**src/rtl/pcsr_map.vh**
```
`ifndef PCSR_MAP_VH
`define PCSR_MAP_VH
// register indices; the byte address is the index times four
`define PCSR_IDX_LOCK 16'h3200
`define PCSR_IDX_OPER 16'h3201
`define PCSR_IDX_ACQ 16'h3202
`define PCSR_IDX_HIST0 16'h3203
`define PCSR_IDX_HIST1 16'h3204
`define PCSR_IDX_HIST2 16'h3205
`define PCSR_IDX_HIST3 16'h3206
`define PCSR_IDX_HIST4 16'h3207
`define PCSR_IDX_HIST5 16'h3208
`define PCSR_IDX_PTUB0 16'h3209
`define PCSR_IDX_PTUB1 16'h320A
`define PCSR_IDX_FTUB0 16'h320B
`define PCSR_IDX_FTUB1 16'h320C
`define PCSR_IDX_SLACT 16'h320D
`define PCSR_IDX_SLERR 16'h320E
`define PCSR_IDX_UPDATE 16'h3210
`define PCSR_IDX_IRQ_STAT 16'h3211
`define PCSR_IDX_IRQ_CLR 16'h3212
`define PCSR_IDX_IRQ_EN 16'h3213
// lock register fields
`define PCSR_LK_ALL 0
`define PCSR_LK_DPH 1
`define PCSR_LK_DFR 2
`define PCSR_LK_ALOCK 3
`define PCSR_LK_CBUSY 4
`define PCSR_LK_CDONE 5
// interrupt event bits
`define PCSR_EV_CDONE 0
`define PCSR_EV_ALL_UP 1
`define PCSR_EV_ALL_DOWN 2
`define PCSR_EV_SNAP 3
`define PCSR_EV_W 4
`define PCSR_RST_BYTE 8'h00
`define PCSR_RST_HIST 46'h0000_0000_0000
`endif

```
**src/rtl/pcsr_cal_flag.v**
```verilog
`timescale 1ns/1ns
`include "pcsr_map.vh"
module pcsr_cal_flag (
	input wire hclk,
	input wire hresetn,
	input wire cal_start,
	input wire cal_busy,
	output reg cal_done,
	output wire done_rise
);
	reg busy_q;
	assign done_rise = busy_q & ~cal_busy & ~cal_start;
	always @(posedge hclk or negedge hresetn) begin
		if (!hresetn) begin
			busy_q <= 1'b0;
			cal_done <= 1'b0;
		end else begin
			busy_q <= cal_busy;
			if (cal_start)
				cal_done <= 1'b0;
			else if (done_rise)
				cal_done <= 1'b1;
		end
	end
endmodule

```
**src/rtl/pcsr_irq.v**
```verilog
`timescale 1ns/1ns
`include "pcsr_map.vh"
module pcsr_irq (
	input wire hclk,
	input wire hresetn,
	input wire [`PCSR_EV_W-1:0] events,
	input wire [`PCSR_EV_W-1:0] clr,
	input wire en_wr,
	input wire [`PCSR_EV_W-1:0] en_data,
	output reg [`PCSR_EV_W-1:0] status,
	output reg [`PCSR_EV_W-1:0] enable,
	output wire irq
);
	assign irq = |(status & enable);
	always @(posedge hclk or negedge hresetn) begin
		if (!hresetn) begin
			status <= {`PCSR_EV_W{1'b0}};
			enable <= {`PCSR_EV_W{1'b0}};
		end else begin
			// a new event wins over a clear in the same cycle
			status <= (status & ~clr) | events;
			if (en_wr)
				enable <= en_data;
		end
	end
endmodule

```
**src/rtl/pcsr_top.v**
```verilog
// Operation
// - The calibration-busy flag is high exactly while an analog loop calibration runs.
// - Lock bit 3 reads one while the analog loop is locked.
// - Lock bit 2 reads one while the digital loop is frequency locked.
// - Lock bit 1 reads one while the digital loop is phase locked.
// - Lock bit 0 is the AND of the analog lock and the digital phase lock.
// - The lock register is live and needs no update command before a read.
// - The 46-bit holdover word history spans six bytes, low byte first, top two bits zero.
// - The 12-bit phase detector tub spans two registers, upper nibble of the second zero.
// - The 12-bit frequency detector tub spans two registers, upper nibble of the second zero.
// - Bits 7 and 6 of the lock register read zero.
// - Snapshot registers capture fresh values on an update command issued before a read.
// - The active profile sits in operation bits 6 to 4 and keeps the last active one when idle.
`timescale 1ns/1ns
`include "pcsr_map.vh"
module pcsr_top (
	input wire hclk,
	input wire hresetn,
	input wire hsel,
	input wire [31:0] haddr,
	input wire [1:0] htrans,
	input wire hwrite,
	input wire [2:0] hsize,
	input wire [31:0] hwdata,
	input wire hready,
	output wire hreadyout,
	output wire hresp,
	output reg [31:0] hrdata,
	input wire analog_loop_ch_one_cal_start,
	input wire analog_loop_ch_one_cal_busy,
	input wire analog_loop_ch_one_locked,
	input wire digital_loop_ch_one_freq_locked,
	input wire digital_loop_ch_one_phase_locked,
	input wire digital_loop_ch_one_active,
	input wire [2:0] digital_loop_ch_one_profile,
	input wire digital_loop_ch_one_ref_switch,
	input wire digital_loop_ch_one_holdover,
	input wire digital_loop_ch_one_freerun,
	input wire fast_acquisition_done,
	input wire fast_acquisition_active,
	input wire digital_loop_ch_one_slew_limit,
	input wire digital_loop_ch_one_freq_clamped,
	input wire digital_loop_ch_one_history_avail,
	input wire [45:0] holdover_word,
	input wire [11:0] phase_lock_detector_tub,
	input wire [11:0] frequency_lock_detector_tub,
	input wire [3:0] slew_active,
	input wire [3:0] slew_error,
	output wire irq
);
	// byte address of a register index
	function [15:0] reg_addr;
		input [15:0] idx;
		begin
			reg_addr = {idx[13:0], 2'b00};
		end
	endfunction

	function hit;
		input [15:0] a;
		input [15:0] idx;
		begin
			hit = (a == reg_addr(idx));
		end
	endfunction

	// address phase capture
	reg dp_valid;
	reg dp_write;
	reg [15:0] dp_addr;
	wire take = hsel & hready & htrans[1];

	always @(posedge hclk or negedge hresetn) begin
		if (!hresetn) begin
			dp_valid <= 1'b0;
			dp_write <= 1'b0;
			dp_addr <= 16'h0000;
		end else begin
			dp_valid <= take;
			if (take) begin
				dp_write <= hwrite;
				dp_addr <= haddr[15:0];
			end
		end
	end

	assign hreadyout = 1'b1;
	assign hresp = 1'b0;

	wire wr_cyc = dp_valid & dp_write;
	wire rd_take = take & ~hwrite;

	// calibration tracking
	wire cal_done;
	wire cal_done_rise;
	pcsr_cal_flag u_cal (
		.hclk(hclk),
		.hresetn(hresetn),
		.cal_start(analog_loop_ch_one_cal_start),
		.cal_busy(analog_loop_ch_one_cal_busy),
		.cal_done(cal_done),
		.done_rise(cal_done_rise)
	);

	// live lock register, no update needed
	wire all_lock = analog_loop_ch_one_locked & digital_loop_ch_one_phase_locked;
	wire [7:0] lock_byte = {2'b00,
		cal_done,
		analog_loop_ch_one_cal_busy,
		analog_loop_ch_one_locked,
		digital_loop_ch_one_freq_locked,
		digital_loop_ch_one_phase_locked,
		all_lock};

	// update command: writing bit 0 of the update register
	wire upd = wr_cyc & hit(dp_addr, `PCSR_IDX_UPDATE) & hwdata[0];

	reg [2:0] last_profile;
	reg [7:0] snap_oper;
	reg [7:0] snap_acq;
	reg [45:0] snap_hist;
	reg [11:0] snap_ptub;
	reg [11:0] snap_ftub;
	reg [3:0] snap_slact;
	reg [3:0] snap_slerr;

	always @(posedge hclk or negedge hresetn) begin
		if (!hresetn)
			last_profile <= 3'h0;
		else if (digital_loop_ch_one_active)
			last_profile <= digital_loop_ch_one_profile;
	end

	wire [2:0] cur_profile = digital_loop_ch_one_active ? digital_loop_ch_one_profile
		: last_profile;

	always @(posedge hclk or negedge hresetn) begin
		if (!hresetn) begin
			snap_oper <= `PCSR_RST_BYTE;
			snap_acq <= `PCSR_RST_BYTE;
			snap_hist <= `PCSR_RST_HIST;
			snap_ptub <= 12'h000;
			snap_ftub <= 12'h000;
			snap_slact <= 4'h0;
			snap_slerr <= 4'h0;
		end else if (upd) begin
			snap_oper <= {1'b0, cur_profile, digital_loop_ch_one_active,
				digital_loop_ch_one_ref_switch, digital_loop_ch_one_holdover,
				digital_loop_ch_one_freerun};
			snap_acq <= {2'b00, fast_acquisition_done, fast_acquisition_active, 1'b0,
				digital_loop_ch_one_slew_limit, digital_loop_ch_one_freq_clamped,
				digital_loop_ch_one_history_avail};
			snap_hist <= holdover_word;
			snap_ptub <= phase_lock_detector_tub;
			snap_ftub <= frequency_lock_detector_tub;
			snap_slact <= slew_active;
			snap_slerr <= slew_error;
		end
	end

	// interrupts
	reg all_q;
	always @(posedge hclk or negedge hresetn) begin
		if (!hresetn)
			all_q <= 1'b0;
		else
			all_q <= all_lock;
	end

	wire [`PCSR_EV_W-1:0] events;
	assign events[`PCSR_EV_CDONE] = cal_done_rise;
	assign events[`PCSR_EV_ALL_UP] = all_lock & ~all_q;
	assign events[`PCSR_EV_ALL_DOWN] = ~all_lock & all_q;
	assign events[`PCSR_EV_SNAP] = upd;

	wire clr_wr = wr_cyc & hit(dp_addr, `PCSR_IDX_IRQ_CLR);
	wire en_wr = wr_cyc & hit(dp_addr, `PCSR_IDX_IRQ_EN);
	wire [`PCSR_EV_W-1:0] irq_status;
	wire [`PCSR_EV_W-1:0] irq_enable;

	pcsr_irq u_irq (
		.hclk(hclk),
		.hresetn(hresetn),
		.events(events),
		.clr(clr_wr ? hwdata[`PCSR_EV_W-1:0] : {`PCSR_EV_W{1'b0}}),
		.en_wr(en_wr),
		.en_data(hwdata[`PCSR_EV_W-1:0]),
		.status(irq_status),
		.enable(irq_enable),
		.irq(irq)
	);

	// read mux; writes to status addresses fall through with no effect
	reg [7:0] rd_byte;
	always @* begin
		rd_byte = 8'h00;
		case (haddr[15:0])
		reg_addr(`PCSR_IDX_LOCK): rd_byte = lock_byte;
		reg_addr(`PCSR_IDX_OPER): rd_byte = snap_oper;
		reg_addr(`PCSR_IDX_ACQ): rd_byte = snap_acq;
		reg_addr(`PCSR_IDX_HIST0): rd_byte = snap_hist[7:0];
		reg_addr(`PCSR_IDX_HIST1): rd_byte = snap_hist[15:8];
		reg_addr(`PCSR_IDX_HIST2): rd_byte = snap_hist[23:16];
		reg_addr(`PCSR_IDX_HIST3): rd_byte = snap_hist[31:24];
		reg_addr(`PCSR_IDX_HIST4): rd_byte = snap_hist[39:32];
		reg_addr(`PCSR_IDX_HIST5): rd_byte = {2'b00, snap_hist[45:40]};
		reg_addr(`PCSR_IDX_PTUB0): rd_byte = snap_ptub[7:0];
		reg_addr(`PCSR_IDX_PTUB1): rd_byte = {4'h0, snap_ptub[11:8]};
		reg_addr(`PCSR_IDX_FTUB0): rd_byte = snap_ftub[7:0];
		reg_addr(`PCSR_IDX_FTUB1): rd_byte = {4'h0, snap_ftub[11:8]};
		reg_addr(`PCSR_IDX_SLACT): rd_byte = {4'h0, snap_slact};
		reg_addr(`PCSR_IDX_SLERR): rd_byte = {4'h0, snap_slerr};
		reg_addr(`PCSR_IDX_IRQ_STAT): rd_byte = {4'h0, irq_status};
		reg_addr(`PCSR_IDX_IRQ_EN): rd_byte = {4'h0, irq_enable};
		default: rd_byte = 8'h00;
		endcase
	end

	// read data registered at the address-phase edge; status writes are ignored
	always @(posedge hclk or negedge hresetn) begin
		if (!hresetn)
			hrdata <= 32'h0000_0000;
		else if (rd_take)
			hrdata <= {24'h000000, rd_byte};
	end
endmodule

```
**config.mk**
```make
export PLATFORM = sky130hd
export DESIGN_NAME = pcsr_top
export DESIGN_NICKNAME = d
export VERILOG_FILES = /design/src/rtl/pcsr_cal_flag.v /design/src/rtl/pcsr_irq.v /design/src/rtl/pcsr_top.v
export VERILOG_INCLUDE_DIRS = /design/src /design/src/rtl
export SDC_FILE = /design/constraint.sdc
export NUM_CORES = 1
export LEC_CHECK = 0
export ABC_AREA = 1
export BUFFER_PORTS_ARGS = -buffer_cell sky130_fd_sc_hd__buf_4
export CORE_MARGIN = 1
export CORE_UTILIZATION = 30
export CTS_CLUSTER_DIAMETER = 120
export DETAILED_ROUTE_END_ITERATION = 6
export GPL_TIMING_DRIVEN = 0
export MAX_ROUTING_LAYER = met4
export REMOVE_ABC_BUFFERS = 1
export SYNTH_ARGS = -nofsm -noshare
export SYNTH_HDL_FRONTEND = slang
export SYNTH_HIERARCHICAL = 1
export SYNTH_SLANG_ARGS = --single-unit
```
**constraint.sdc**
```tcl
create_clock -name hclk -period 1.64 [get_ports hclk]
set_input_delay 0.082 -clock hclk [delete_from_list [all_inputs] [get_ports hclk]]
set_output_delay 0.082 -clock hclk [all_outputs]
set_load 0.01 [all_outputs]
```
==> results of run 1 <==
-- layout by cell type (no fill, tap or decap), types with 2 or more instances in the layout --
master,instances
buf_12,5
buf_16,11
buf_4,135
buf_6,3
bufinv_16,4
clkbuf_16,19
clkbuf_8,2
clkinv_2,2
clkinvlp_4,3
conb_1,26
dfrtp_1,130
dlygate4sd3_1,119
inv_1,209
inv_2,20
inv_6,2
mux2_2,3
nand2_1,193
nand2_2,20
nand2_4,2
nand3_1,53
nand3_2,4
nand3_4,3
nand4_1,24
nor2_1,65
nor2_2,12
nor2_4,4
nor3_1,5
nor4_4,2
o21ai_0,18
o21ai_1,27
o21ai_2,64
o21ai_4,4
o21bai_1,4
o22ai_1,6
-- cell type report --
class                   count  area [um2]
repair buffers            275        2690
clock inverters            12         179
inverters                 230         863
flip-flops and latches    130        3250
well taps                 285         357
fillers                  2192       12000
multi-input cells         541        2880
clock buffers              20         457
-- cell families after synthesis --
| family | share of synthesized area, % |
|---|---|
| other cells | 0.108 |
| simple gates | 24.5 |
| flops | 46.8 |
| mux | 0.486 |
| compound gates | 9.76 |
| buf+inv | 18.4 |
-- synth_stat cells (all sizes together) --
cell type	instances
nand2	215
buf	45
clkinv	1
nand3	58
mux2	3
conb	2
nor4	2
o21a	1
nand3b	1
nor2	81
o21bai	4
nand4	24
inv	229
o22ai	6
dfrtp	130
nor3	5
o21ai	113
clkbuf	11
-- state kept, by name (all words and copies together) (netlist names), 5 cells and up --
signal / count
hrdata: 8
dp_addr: 16
snap_ftub: 12
snap_acq: 5
snap_ptub: 12
snap_hist: 46
snap_oper: 7
-- tightest hold or removal path: stages --
cell	delay, ns
buf_4	0.09
nand2_1	0.09
nor2_1	0.09
o21bai_1	0.10
-- repair_timing --
action | in CTS | in global routing
gates cloned | 11 | 2
hold buffers | 119 | 0
gates resized for setup | 54 | 48
endpoints found under the setup margin | 103 | 107
pin swaps | 7 | 10
setup buffers | 10 | 2
hold endpoints to repair | 169 | 0
-- power groups by stage --
stage	clock, mW	combinational (mW)	sequential, mW
after floorplan	0	0.175	3.39
after global placement	0	0.530	3.40
after detailed placement	0	0.545	3.40
after CTS	4.23	0.821	3.35
after global routing	4.35	0.918	3.36
final	4.13	0.837	3.35
-- worst paths after layout --
check | from | to | slack, ns | cells past startpoint
setup / recovery | dp_addr[13] | snap_hist[9] | -0.13 | 8
hold / removal | digital_loop_ch_one_phase_locked | u_irq/status[1] | 0.09 | 4
setup reg to reg | dp_addr[13] | snap_hist[9] | -0.13 | 8
hold reg to reg | dp_addr[10] | dp_addr[10] | 0.48 | 2
max in group asynchronous | hresetn | snap_hist[32] | 0.66 | 3
min in group asynchronous | hresetn | snap_hist[21] | 0.16 | 2
-- per-layer routing --
layer	vias to the layer above	track usage, %
met5	-	-
met4	0	7.19
met3	39	3.19
met2	190	33.2
met1	3076	24.9
li1	3307	-
-- stage by stage --
stage	hold slack (ns)	std cells	TNS, ns	instance area [um2]
global placement	0.211	1313	-171.78	7950
global route	0.135	1493	-15.02	10700
detailed placement	0.0534	1318	-45.23	8080
finish	0.0890	1493	-7.04	10700
CTS	0.0714	1490	-12.70	10500
floorplan	-0.214	899	-84.48	6630
==> flow_summary.toml, run 1 <==
[run_status]
status = "finished with violations"
violations = "negative setup slack"

[sta]
period_needed_ns = 1.77
layout_setup_ws_ns = -0.127
hold_viol = 0
setup_violations = 79
rsz0062_at_grt = "yes"
clock.fmax_mhz = 566
slew_violations = 0
worstMarginPinSlew_ns = 0.586
period_share_pct = 108
finClkSkew_ns = 0.00823
slew_headroom_pct = 60.8

[power_and_ir_drop]
total_power_mw = 8.31
intPower_mw = 6.39
p_switching_mw = 1.92
power_frac_comb_pct = 10.1
pwr-share-seq_pct = 40.3
netSwitchingFraction_pct = 23.1
powerDensity_nw_per_um2 = 779
vdd_drop_max_mv = 0.556
p_leak_nw = 5.44
clock_power_share_pct = 49.6

[setup_path]
path_cells = "nor2_1, nand3_1, nor2_4, nand3_4, buf_12, buf_16, o21ai_2, inv_1"
slowest_stage = "dfrtp_1"
cpPeakStageDelay_ns = 0.38
path_class = "flip-flop to flip-flop"
critPathBufInv = 3
cp_data_arrival_time_ns = 2.07
worst_ep_required_time_ns = 1.94
crit_family = "simple AND/OR/NAND/NOR gates"
cp-end-kind = "flip-flop"
cp-start-kind = "flip-flop"
crit_fanout = 9

[drt]
via_per_inst = 4.43
dr_wl_met3_um = 1100
drt_iter0_drc = 390
ant_nets = 0
highest_layer = "met4"
dr.pass1.iters = 5
wl_per_cell_um = 14.7
wl_met1_um = 9770
drc = 0
drt-total-wl_um = 22000
wl_met2_um = 10600
vias = 6612

[placement]
numPortBuffers = 129
place_congestion = 0.819
pre_cts_ws_ns = -0.610
place_hpwl_um = 13200

[finish]
syn2layout_area_growth_pct = 53.7
nets = 1364
drive_above_1_share_pct = 26.9
antenna_cells = 0
utilization_pct = 47.0

[clocking]
cts-buffers-inserted = 17
cts_max_path_buffers = 2
cts_tree = "done"
cts_sinks = 130
h-tree-depth = 4
cts-root-buf = "clkbuf_16"
clock_latency_ns = 0.42
cts.clk_slew.worst_paths_ns = 0.06

[yosys]
synth_seq_cells = 130
ys_seq_area_share_pct = 46.8
synth_area_leader_cell = "dfrtp_1"
yosysWarnings = 6
post-synth-top-area-fraction_pct = 46.8
synth_area_um2 = 6950
netlist_instances = 931
synthDistinctLibCells = 27
synth_area_per_cell_um2 = 7.46
ys_top_cells_by_area = "dfrtp_1 47%, inv_1 11%, nand2_1 11%"

[die]
die_y_um = 154
rows = 55
io_pins = 204
die_area_um2 = 23800
core_region_area_um2 = 22700
start_util_pct = 30.6
die_w_um = 154

[hold_path]
worstHoldPathType = "input port to flip-flop"

[grt]
grt_usage_pct = 20.1
grt_remaining_overflow = 0
antenna_found_initial = 0
grt_max_degree = 86
grt_pass1_vias = 6717
grt_pass1_wl_um = 35300

[job]
drv_cap = 0
Power figures use the tool's default switching activity.
==> run 2, diff against run 1 <==
CORE_ASPECT_RATIO = 0.7   (was default)
==> run 2 against run 1 <==
Effect of this change: the run still ends with negative setup slack left; global-route usage shrank 0.13 points; sequential power is essentially flat; wire length grew 4.1%; largest power group unchanged.
==> flow_summary.toml, run 2 (synthesis gave the netlist of run 1 again) <==
[die]
io_pins = 204
start_util_pct = 30.6
die_w_um = 184
rows = 46
core_region_area_um2 = 22700
die_area_um2 = 23800
die_y_um = 129

[sta]
slew_headroom_pct = 57.5
slew_violations = 0
period_share_pct = 102
whs_ns = 0.0933
hold_viol = 0
fin_setup_tns_ns = -0.289
finClkSkew_ns = 0.00751
worstMarginPinSlew_ns = 0.638
clock.fmax_mhz = 600
rsz0062_at_grt = "yes"
period_needed_ns = 1.67
layout_setup_ws_ns = -0.0280
setup_violations = 26

[grt]
grt_usage_pct = 20.0
grt_pass1_wl_um = 34500
grt_remaining_overflow = 0
grt_pass1_vias = 6353
grt_max_degree = 67
antenna_found_initial = 0

[finish]
utilization_pct = 45.6
largest_reg_flops = 46
final_common_cell = "inv_1"
syn2layout_area_growth_pct = 49.0
top_regs = "snap_hist x46, dp_addr x16"
drive_above_1_share_pct = 23.5
regMostFlops = "snap_hist"
final_cell_mix = "211 x inv_1, 198 x nand2_1, 136 x buf_4"
nets = 1359
design_area_um2 = 10400
antenna_cells = 0

[placement]
placed_cell_area_um2 = 8130
place_congestion = 0.799
place_hpwl_um = 14000
numPortBuffers = 129

[clocking]
cts_tree = "done"
cts.clk_slew.worst_paths_ns = 0.06
cts-buffers-inserted = 17
cts-root-buf = "clkbuf_16"
cts_max_path_buffers = 2
cts_sinks = 130
h-tree-depth = 4
clock_latency_ns = 0.42

[drt]
drt_iter0_drc = 335
ant_nets = 0
wl_per_cell_um = 15.2
dr.pass1.iters = 5
drc = 0
drt-total-wl_um = 22900
via_per_inst = 4.31
vias = 6522

[run_status]
status = "finished with violations"
violations = "negative setup slack"

[setup_path]
cp-start-kind = "flip-flop"
crit_fanout = 16
cp_data_arrival_time_ns = 1.97
cp-end-kind = "flip-flop"
cpPeakStageDelay_ns = 0.39
path_class = "flip-flop to flip-flop"
slowest_stage = "dfrtp_1"
path_cells = "nor2_2, nand3_2, nor4_4, nand3_4, buf_16, buf_12, o21ai_1, inv_1"
worst_ep_required_time_ns = 1.94

[power_and_ir_drop]
powerDensity_nw_per_um2 = 746
p_leak_nw = 5.29
vdd_drop_max_mv = 0.688

[job]
drv_cap = 0

[hold_path]
worstHoldPathType = "input port to flip-flop"
[run 2: cell types whose count changed in the layout (fill, tap and decap cells not counted), sizes merged]
cell	before	now
inv	231	229
bufinv	4	1
clkinvlp	3	1
dlygate4sd3	119	117
nor2	81	82
clkinv	4	5
buf	154	149
clkbuf	22	27
[run 2: worst max-delay path, delay by kind of cell, from the launching register on]
kind                   cells  cell delay (ns)
flip-flops                 1             0.39
buffers and inverters      3             0.40
AND/OR/NAND/NOR            4             0.62
AO/OA/AOI/OAI              1             0.14
[run 2: path summary, 6_finish.rpt]
| path | startpoint | end | slack (ns) | cells past startpoint |
|---|---|---|---|---|
| max in group asynchronous | hresetn | snap_hist[3] | 0.62 | 3 |
| max | dp_addr[0] | snap_hist[31] | -0.03 | 8 |
| min | digital_loop_ch_one_phase_locked | u_irq/status[1] | 0.09 | 4 |
| min in group asynchronous | hresetn | snap_hist[42] | 0.23 | 2 |
| min reg2reg | dp_addr[13] | dp_addr[13] | 0.48 | 2 |
| max reg2reg | dp_addr[0] | snap_hist[31] | -0.03 | 8 |
[run 2: cell type report]
cell class,instances,area (um2)
Clock inverter,6,57.6
Tap cell,312,390
Multi-Input combinational cell,542,2750
Timing Repair Buffer,269,2570
Sequential cell,130,3250
Clock buffer,24,472
Inverter,230,863
Fill cell,2253,12300
[run 2: power by group]
part | internal [mW] | total, mW | switching, mW
combinational | 0.457 | 0.834 | 0.376
sequential | 3.29 | 3.35 | 0.0616
clock | 2.14 | 3.53 | 1.40
total | 5.89 | 7.72 | 1.83
[run 2: metal layers]
metal | track usage [%] | vias up | wire [um]
li1 | - | 3292 | -
met3 | 3.63 | 22 | 1060
met2 | 29.5 | 181 | 10100
met1 | 28.0 | 3027 | 11500
met4 | 5.49 | 0 | 312
met5 | - | - | 0
[run 2: metrics by stage]
step	std cells	setup slack (ns)	power, mW
global route	1513	-0.103	8.03
floorplan	899	-0.883	3.57
CTS	1503	-0.0836	7.76
detailed placement	1345	-0.653	3.96
global placement	1340	-2.40	3.94
finish	1513	-0.0280	7.72
[run 2: timing repair]
action	4_1_cts	5_1_grt
endpoints found under the setup margin	101	106
pin swaps	6	11
setup buffers	6	5
gates cloned	5	5
resized for setup	20	41
hold buffers	117	0
hold endpoints to repair	188	0
==> run 3, diff against run 2 <==
GPL_ROUTABILITY_DRIVEN = 0   (was default)
GPL_TIMING_DRIVEN = default   (was 0)
==> run 3 against run 2 <==
Effect of this change: design area rose by 2.4%; worst hold slack got worse by 0.00060 ns; register-to-register slack better by 0.04 ns; maximum frequency is 2.6% higher; clock skew is 0.0027 ns higher; the run now ends clean; non-clock buffer count is 26 higher; total power rose by 8.5%; highest routed layer unchanged.
==> flow_summary.toml, run 3 (synthesis gave the netlist of run 1 again) <==
[drt]
vias = 6657
drc = 0
wl_per_cell_um = 14.5
ant_nets = 0
drt-total-wl_um = 22300
via_per_inst = 4.33
drt_iter0_drc = 368
dr.pass1.iters = 5

[clocking]
clock_latency_ns = 0.43
cts.clk_slew.worst_paths_ns = 0.06
cts-buffers-inserted = 17
cts_max_path_buffers = 2
cts_tree = "done"
cts-root-buf = "clkbuf_16"
cts_sinks = 130
h-tree-depth = 4

[sta]
hold_viol = 0
period_share_pct = 99.1
slew_violations = 0
finClkSkew_ns = 0.0102
clock.fmax_mhz = 615
whs_ns = 0.0927
setup_violations = 0
fin_setup_tns_ns = 0
layout_setup_ws_ns = 0.0144
rsz0062_at_grt = "yes"
period_needed_ns = 1.63

[finish]
largest_reg_flops = 46
ff_latch_area_um2 = 3250
syn2layout_area_growth_pct = 52.5
top_regs = "snap_hist x46, dp_addr x16"
final_cell_mix = "209 x inv_1, 198 x nand2_1, 161 x buf_4"
multi_input_area_um2 = 2700
utilization_pct = 46.7
fillerInstances = 2240
final_common_cell = "inv_1"
nets = 1382
antenna_cells = 0
drive_above_1_share_pct = 25.4
regMostFlops = "snap_hist"

[setup_path]
crit_fanout = 17
reg2reg_slack_ns = 0.01
path_class = "flip-flop to flip-flop"
rr_startpoint = "dp_addr[1]"
cp_data_arrival_time_ns = 1.94
cp-start-kind = "flip-flop"
cp-end-kind = "flip-flop"
reg2reg_to = "snap_hist[33]"
worst_ep_required_time_ns = 1.95
r2r_cells = 8

[die]
start_util_pct = 30.6
core_region_area_um2 = 22700
die_y_um = 129
die_area_um2 = 23800
io_pins = 204
die_w_um = 184
rows = 46

[power_and_ir_drop]
p_leak_nw = 5.49
total_power_mw = 8.38
vdd_drop_max_mv = 0.727
powerDensity_nw_per_um2 = 790

[grt]
grt_max_degree = 73
grt_pass1_wl_um = 32200
grt_usage_pct = 18.5
grt_remaining_overflow = 0
grt_pass1_vias = 6220
antenna_found_initial = 0

[hold_path]
worstHoldPathType = "input port to flip-flop"
holdCritStartpoint = "digital_loop_ch_one_phase_locked"
holdPathEnd = "u_irq/status[1]"
whs_path_depth = 4

[placement]
place_hpwl_um = 14200
numPortBuffers = 129
pre_cts_ws_ns = 0.0562

[run_status]
status = "finished, final reports clean"

[job]
drv_cap = 0
==> run 3: cell count changes in the layout (fill, tap and decap cells not counted), sizes merged <==
| cell | previous run | this run |
|---|---|---|
| dlygate4sd3 | 117 | 113 |
| nand3 | 60 | 58 |
| dlymetal6s4s | 0 | 3 |
| buf | 149 | 173 |
| nor2 | 82 | 81 |
| bufinv | 1 | 5 |
==> run 3: repair_timing <==
item                                   in CTS  in global routing
setup buffers                               0                  9
setup endpoints to repair                   0                 98
resized for setup                           0                 59
hold buffers                              116                  0
endpoints found under the hold margin     246                  0
==> run 3: layer usage <==
layer  track usage [%]  routed length [um]  vias up
met5                 -                   0        -
met4              4.61                 184        0
met3              3.51                1170       16
met2              28.2                9840      182
met1              25.3               11100     3127
li1                  -                   -     3332
==> run 3: worst max path at each step <==
| stage | startpoint | endpoint | slack (ns) | depth (start not counted) |
|---|---|---|---|---|
| 2_1_floorplan | dp_addr[5] | snap_hist[15] | -0.88 | 4 |
| 3_3_place_gp | haddr[13] | hrdata[5] | 0.09 | 12 |
| 3_5_place_dp | haddr[13] | hrdata[5] | 0.06 | 12 |
| 4_1_cts | haddr[4] | hrdata[3] | 0.009 | 14 |
| 5_1_grt | dp_addr[1] | snap_hist[16] | -0.06 | 8 |
| 6_report | dp_addr[1] | snap_hist[33] | 0.01 | 8 |
==> run 3: power by group <==
part	leakage, nW	switching (mW)	internal, mW	total, mW
Sequential	1.27	0.0619	3.29	3.35
Clock	0.313	1.43	2.76	4.19
Combinational	3.91	0.369	0.462	0.830
==> run 3: critical path, stage by stage, from the launching register on <==
cell and delay, ns:
dfrtp_1 0.37, nor2_1 0.13, nand3_2 0.11, nor4_4 0.19, nand3_4 0.14, buf_6 0.18, clkbuf_16 0.18, o21ai_1 0.15
inv_1 0.05
==> run 3: cell type report <==
class	instances	share of cell area (%)
Multi-Input combinational cell	539	25.5
Sequential cell	130	30.7
Clock buffer	21	4.34
Timing Repair Buffer	295	25.9
Clock inverter	10	1.71
Inverter	230	8.15
Tap cell	312	3.68
==> run 3: per-stage QoR <==
step / instance area [um2] / instances
floorplan: 6630 / 899
finish: 10600 / 1537
global placement: 8360 / 1376
CTS: 10200 / 1523
detailed placement: 8360 / 1376
global route: 10600 / 1537
